`src/wdt_pkg.sv`:
```
// Package for the watchdog block: register map, field layout, counts.
// Assumes a 32-bit APB slave; the control register sits in the low byte.
package wdt_pkg;
    localparam logic [7:0] CTRL_OFFSET = 8'h38;
    localparam logic [7:0] CTRL_RESET = 8'h00;
    localparam int RUN_BIT = 3;
    localparam int SEL_BIT = 2;
    localparam int TEST_MSB = 1;
    localparam logic [4:0] LIMIT_SHORT = 5'h04;
    localparam logic [4:0] LIMIT_LONG = 5'h10;
    localparam logic [4:0] COUNT_RESET = 5'h00;
    localparam logic [1:0] EDGE_RESET = 2'h0;
endpackage

```
`src/tick_edge.sv`:
```
// Rising-edge detector for the 2 Hz tick from the base timer.
// Assumes the tick input is already synchronous to the clock.
`timescale 1ns/10ps
module tick_edge (
    input wire logic clk_in,
    input wire logic resetn_in,
    input wire logic tick_in,
    output logic pulse_out
);
    typedef struct packed {
        logic prev;
    } edge_state_t;

    edge_state_t state;
    edge_state_t next_state;

    always_comb begin
        next_state = state;
        next_state.prev = tick_in;
    end

    always_ff @(posedge clk_in or negedge resetn_in) begin
        if (!resetn_in) begin
            state <= '0;
        end else begin
            state <= next_state;
        end
    end

    // One pulse per tick period, so each count is half a second
    assign pulse_out = tick_in & ~state.prev;
endmodule

```
`src/watchdog_timer.sv`:
```
// Watchdog timer with one control register on an APB slave port.
// Assumes a 2 Hz tick level from the base timer, synchronous to CLK_IN.
//
// Overview of operation
// - Watchdog runs only while run flag set
// - Select bit zero: 8 s, one: 2 s
// - Count advances once per 2 Hz tick
// - Count 4 or 16 raises system reset
// - Any control write clears the count
// - System reset clears the run flag
`timescale 1ns/10ps
module watchdog_timer (
    // Clock and reset
    input wire logic CLK_IN,
    input wire logic RESETN_IN,
    // APB slave
    input wire logic PSEL_IN,
    input wire logic PENABLE_IN,
    input wire logic PWRITE_IN,
    input wire logic [31:0] PADDR_IN,
    input wire logic [31:0] PWDATA_IN,
    input wire logic [3:0] PSTRB_IN,
    output logic [31:0] PRDATA_OUT,
    output logic PREADY_OUT,
    output logic PSLVERR_OUT,
    // Base timer tick
    input wire logic TICK_2HZ_IN,
    // Watchdog reset request, one cycle wide
    output logic WDT_RESET_OUT
);
    typedef struct packed {
        logic run;
        logic sel;
        logic [1:0] test;
        logic [4:0] count;
        logic [31:0] rdata;
        logic err;
        logic fire;
    } wdt_state_t;

    wdt_state_t state;
    wdt_state_t next_state;
    logic tick;
    logic access;
    logic hit;
    logic [4:0] limit;

    tick_edge u_tick (
        .clk_in(CLK_IN),
        .resetn_in(RESETN_IN),
        .tick_in(TICK_2HZ_IN),
        .pulse_out(tick)
    );

    // Zero-wait slave: every access completes in its first access cycle
    assign access = PSEL_IN & PENABLE_IN;
    assign hit = (PADDR_IN[7:0] == wdt_pkg::CTRL_OFFSET) && (PADDR_IN[31:8] == 24'h00_0000);
    assign limit = state.sel ? wdt_pkg::LIMIT_SHORT : wdt_pkg::LIMIT_LONG;

    always_comb begin
        next_state = state;
        next_state.fire = 1'b0;
        next_state.err = 1'b0;
        if (!state.run) begin
            next_state.count = wdt_pkg::COUNT_RESET;
        end else if (tick) begin
            next_state.count = state.count + 5'h01;
        end
        if (state.run && state.count >= limit) begin
            next_state.fire = 1'b1;
            next_state.count = wdt_pkg::COUNT_RESET;
        end
        if (access) begin
            next_state.err = ~hit;
            if (PWRITE_IN && hit) begin
                next_state.count = wdt_pkg::COUNT_RESET;
                if (PSTRB_IN[0]) begin
                    next_state.run = PWDATA_IN[wdt_pkg::RUN_BIT];
                    next_state.sel = PWDATA_IN[wdt_pkg::SEL_BIT];
                    next_state.test = PWDATA_IN[wdt_pkg::TEST_MSB:0];
                end
            end
        end
        // Read data captured at setup so it is stable in the access cycle
        next_state.rdata = '0;
        if (PSEL_IN && !PENABLE_IN && !PWRITE_IN && hit) begin
            next_state.rdata[wdt_pkg::RUN_BIT] = state.run;
            next_state.rdata[wdt_pkg::SEL_BIT] = state.sel;
            next_state.rdata[wdt_pkg::TEST_MSB:0] = state.test;
        end
    end

    always_ff @(posedge CLK_IN or negedge RESETN_IN) begin
        if (!RESETN_IN) begin
            state <= '0;
        end else begin
            state <= next_state;
        end
    end

    assign PRDATA_OUT = state.rdata;
    assign PREADY_OUT = 1'b1;
    assign PSLVERR_OUT = access & ~hit;
    assign WDT_RESET_OUT = state.fire;
endmodule

```
`config.mk`:
```
export PLATFORM = sky130hd
export DESIGN_NAME = watchdog_timer
export DESIGN_NICKNAME = d
export VERILOG_FILES = /design/src/wdt_pkg.sv /design/src/tick_edge.sv /design/src/watchdog_timer.sv
export SDC_FILE = /design/constraint.sdc
export NUM_CORES = 1
export LEC_CHECK = 0
export BUFFER_PORTS_ARGS = -buffer_cell sky130_fd_sc_hd__buf_2
export CAP_MARGIN = 40
export CORE_ASPECT_RATIO = 1.75
export CORE_MARGIN = 1
export CORE_UTILIZATION = 34
export DETAILED_ROUTE_END_ITERATION = 7
export GPL_ROUTABILITY_DRIVEN = 0
export PLACE_DENSITY_LB_ADDON = 0.15
export SLEW_MARGIN = 10
export SYNTH_ARGS = -nofsm -noshare
export SYNTH_HDL_FRONTEND = slang
export SYNTH_SLANG_ARGS = --single-unit
```
`constraint.sdc`:
```
create_clock -name CLK_IN -period 1.7 [get_ports CLK_IN]
set_clock_uncertainty 0.15 [all_clocks]
set_input_delay 0 -clock CLK_IN [delete_from_list [all_inputs] [get_ports CLK_IN]]
set_output_delay 0 -clock CLK_IN [all_outputs]
set_load 0.01 [all_outputs]
```
## Yosys cells after proc, flatten, opt, wreduce, memory -nomap -nowiden

Index checks and enable logic that the tools add are counted.
W data, S select, Z words.

| storage, ports and cells | value |
|---|---|
| bits in registers | 15 |
| bits in latches | 0 |
| memory bits (writable) | 0 |
| bits in read-only memories | 0 |
| output and inout port bits | 35 |
| word-level logic and storage cells | 33 |
| memories | 0 |

| operators by class | value |
|---|---|
| add/subtract/negate cells | 1 |
| multipliers | 0 |
| divide/modulo/power cells | 0 |
| $lt $le $gt $ge | 1 |
| eq/ne operators | 1 |
| shift operators | 0 |
| mux-type cells | 8 |
| bitwise operators | 5 |
| reductions and logical operators | 10 |

Operators with widths:

| operator | count |
|---|---|
| $mux W5 | 6 |
| $logic_not A24 Y1 | 1 |
| $eq A8 B6 Y1 const B | 1 |
| $logic_and A1 B1 Y1 | 6 |
| $add A5 B1 Y5 const B | 1 |
| $ge A5 B5 Y1 | 1 |
| $mux W4 | 1 |
| $and A1 B1 Y1 | 3 |
| $reduce_and A3 Y1 | 1 |
| $logic_not A1 Y1 | 2 |
| $not A1 Y1 | 2 |
| $mux W1 | 1 |

## Longest topological paths before layout

| logic depth | value |
|---|---|
| depth in word-level cells | 7 |
| depth in mapped cells | 6 |
| mapped depth without buffers | 6 |

## Hierarchy

A second synthesis with hierarchy kept.

| unflattened totals | value |
|---|---|
| cells, all modules | 104 |
| area, all modules | 1028.5 µm² |

Modules (own cells, without submodules):

| module | times used | cells an instance | area an instance (µm²) | sequential area each (µm²) |
|---|---|---|---|---|
| watchdog_timer | 1 | 102 | 989.7 | 350.3 |
| tick_edge | 1 | 2 | 38.8 | 25.0 |

## Least setup slack after synthesis

OpenSTA, ideal clock, no wires.

| path | value |
|---|---|
| kind | reg2reg |
| start point | register state[36] (netlist name) |
| end point | register state[34] (netlist name) |
| library setup time | 86 ps |
| data arrival time | 1317 ps |
| data required time | 1464 ps |
| slack | 147 ps |
| cell stages (with the launch flop) | 7 |
| buffers on the path | 0 |
| period minus slack after synthesis | 1553 ps |
| path through | dfrtp_1 inv_1 ha_1 nand2_1 nand3b_1 a211o_1 nor3_1 |

RTL lines:

| element | RTL line | text |
|---|---|---|
| start, declared | watchdog_timer.sv:41 | `wdt_state_t state;` |
| start signal, assigned | watchdog_timer.sv:97 | `state <= next_state;` |

==> impl_metrics.yaml <==
yosys:
  synth_seq_area_share_pct: 36.8
  synth_area_um2: 1020
  yosys_warnings: 0
  ys_types: 20
  avgSynthCellArea_um2: 9.71
  synthCells: 105
  synth-seq-cells: 15
placed_design:
  port-buffer-count: 48
  place_ws_ns: -0.00204
  dp.cells: 179
  hpwl_mm: 1.63
clock_tree:
  cts_tree: "yes"
  cts-buffers-inserted: 3
  clk_latency_ns: 0.25
  htreeDepth: 1
  cts.path.max_buffers: 2
  clk_pin_slew_ns: 0.06
  clock_sinks: 15
  clockRootBuffer: "clkbuf_8"
drt:
  via_per_inst: 4.46
  routedWlPerCell_um: 10.6
  drcViolationCount: 8
  dr.max_layer_used: "met4"
  wl_met2_mm: 1.21
  wl_mm: 2.08
  first_pass_iters: 6
  postRouteAntennaNets: 0
  drtIter0Drc: 13
  met3_length_um: 107
  vias: 874
  met1Wirelength_um: 709
power:
  power_uw: 762
  power_leakage_uw: 0.000743
  powerDensity_nw_per_um2: 540
  ir_worst_vdd_uv: 269
sta:
  hold_viol_final: 0
  final_max_slew_viol_count: 0
  max_freq_mhz: 595
  finalSetupTns_ns: 0
  fin_crit_sh_pct: 98.8
  setup_viol: 0
  fin_ws_ns: 0.0196
  period_needed_ns: 1.68
  whs_ns: 0.0362
cells_and_area:
  nNetsFinal: 247
  post_route_cells_drive_above_1_share_pct: 43.5
  layout.cells.non_filler: 196
  n_antenna_cell: 0
  synthToLayoutAreaGrowth_pct: 38.4
run_status:
  status: "finished with violations"
  violations: "DRC"
floorplan:
  core_um2: 2900
  die_area_um2: 3230
  initial_core_util_pct: 35.2
  ios: 109
  rows: 26
  fp.dieH_um: 74.4
  die_w_um: 43.4
worst_setup_path:
  critPathKind: "flip-flop to flip-flop"
  cp_max_fo: 5
  cp.arrival_ns: 1.70
  cp.required_ns: 1.72
  startpoint_type: "flip-flop"
  crit_path_end_kind: "flip-flop"
job:
  maxCapViolCount: 0
grt:
  grt_use_total_pct: 11.7
  antenna_found_initial: 0
  grt_max_degree: 16
  grt_pass1_wl_mm: 2.79
  gr-total-overflow: 0
  grt_pass1_vias: 687
hold_path:
  hold_class: "input pin to async pin"
==> layout by cell type, fill, tap and decap left out, types with 3 or more instances in the layout <==
cell type	n
and4b_1	4
buf_2	48
buf_4	8
clkbuf_8	3
conb_1	29
dfrtp_1	15
dlygate4sd3_1	9
inv_1	4
mux2_2	4
nand2_1	4
nand4_1	4
nor2_1	4
nor3_2	3
nor4_1	8
==> critical path: stages, from the launching register on <==
cell and delay, ns:
dfrtp_1 0.40, inv_2 0.09, ha_4 0.20, nand2_1 0.06, nand3b_1 0.11, a211o_4 0.39
nor3_4 0.19
==> sequential cells by signal (all words and copies together) (netlist names) <==
signal,flops
state,9
WDT_RESET_OUT,1
u_tick.state,1
PRDATA_OUT,4
==> cell families (layout without fill, tap and decap cells) <==
logic type	Yosys count	count (layout)	synth area share, %
adder cells (fa/ha/maj)	4	4	4.91
other	2	29	0.736
multiplexers	4	4	4.42
AO/OA/AOI/OAI	3	3	1.84
buffers and inverters	38	74	26.1
XOR/XNOR	4	4	3.44
AND/OR/NAND/NOR	35	35	21.7
flip-flops	15	15	36.8
==> metrics by stage <==
stage | cell area, µm² | utilization (%)
after floorplan | 1120 | -
after global placement | 1180 | 40.7
after detailed placement | 1180 | 40.7
after CTS | 1320 | 45.5
after global routing | 1410 | 48.7
final | 1410 | 48.7
==> power breakdown <==
part	switching, µW	total [µW]	leakage, µW	internal (µW)
logic	62.4	116	0.000513	53.8
registers	0.295	359	0.000207	358
clock network	121	287	0.0000228	166
total	184	762	0.000743	578
==> cell usage after synthesis, drive strengths merged <==
master,number,area [µm²]
nand3,1,5.00
conb,2,7.51
mux2,4,45.0
nor4,9,71.3
a211o,1,8.76
buf,33,248
nor2b,2,12.5
xor2,2,17.5
nand3b,1,7.51
nor2,4,15.0
a21oi,2,10.0
xnor2,2,17.5
ha,4,50.1
and4b,4,40.0
nand4,4,25.0
nand2,4,15.0
inv,5,18.8
dfrtp,15,375
nor3,6,30.0
==> worst paths after layout <==
check / start / end / slack, ns / depth (start not counted)
worst min register to register: state[40] / state[40] / 0.35 / 1
worst max-delay path: state[36] / state[37] / 0.02 / 6
worst min-delay path: RESETN_IN / state[37] / 0.04 / 2
min in group CLK_IN: PSEL_IN / PRDATA_OUT[1] / 0.07 / 3
max in group asynchronous: RESETN_IN / state[39] / 1.10 / 2
worst max register to register: state[36] / state[37] / 0.02 / 6
==> area by class of cell <==
type                    instances  area, µm²
inverters                       5       18.8
well taps                      28       35.0
repair buffers                 65        390
flip-flops and latches         15        375
clock buffers                   4       45.0
multi-input cells              79        547
fillers                       284       1480
==> repair_timing <==
action                                  CTS  global route
hold endpoints to repair                 24             0
cloned                                    0             0
endpoints found under the setup margin    1             6
gates resized for setup                   1            10
buffers inserted                          0             4
hold buffers                              9             0
pin swaps                                 0             3
==> layer usage <==
| layer | vias up | global-route usage (%) |
|---|---|---|
| met5 | - | 0 |
| met4 | 0 | 9.38 |
| met3 | 4 | 0 |
| met2 | 42 | 21.5 |
| met1 | 401 | 12.2 |
| li1 | 427 | - |
(Power assumes the default switching activity.)
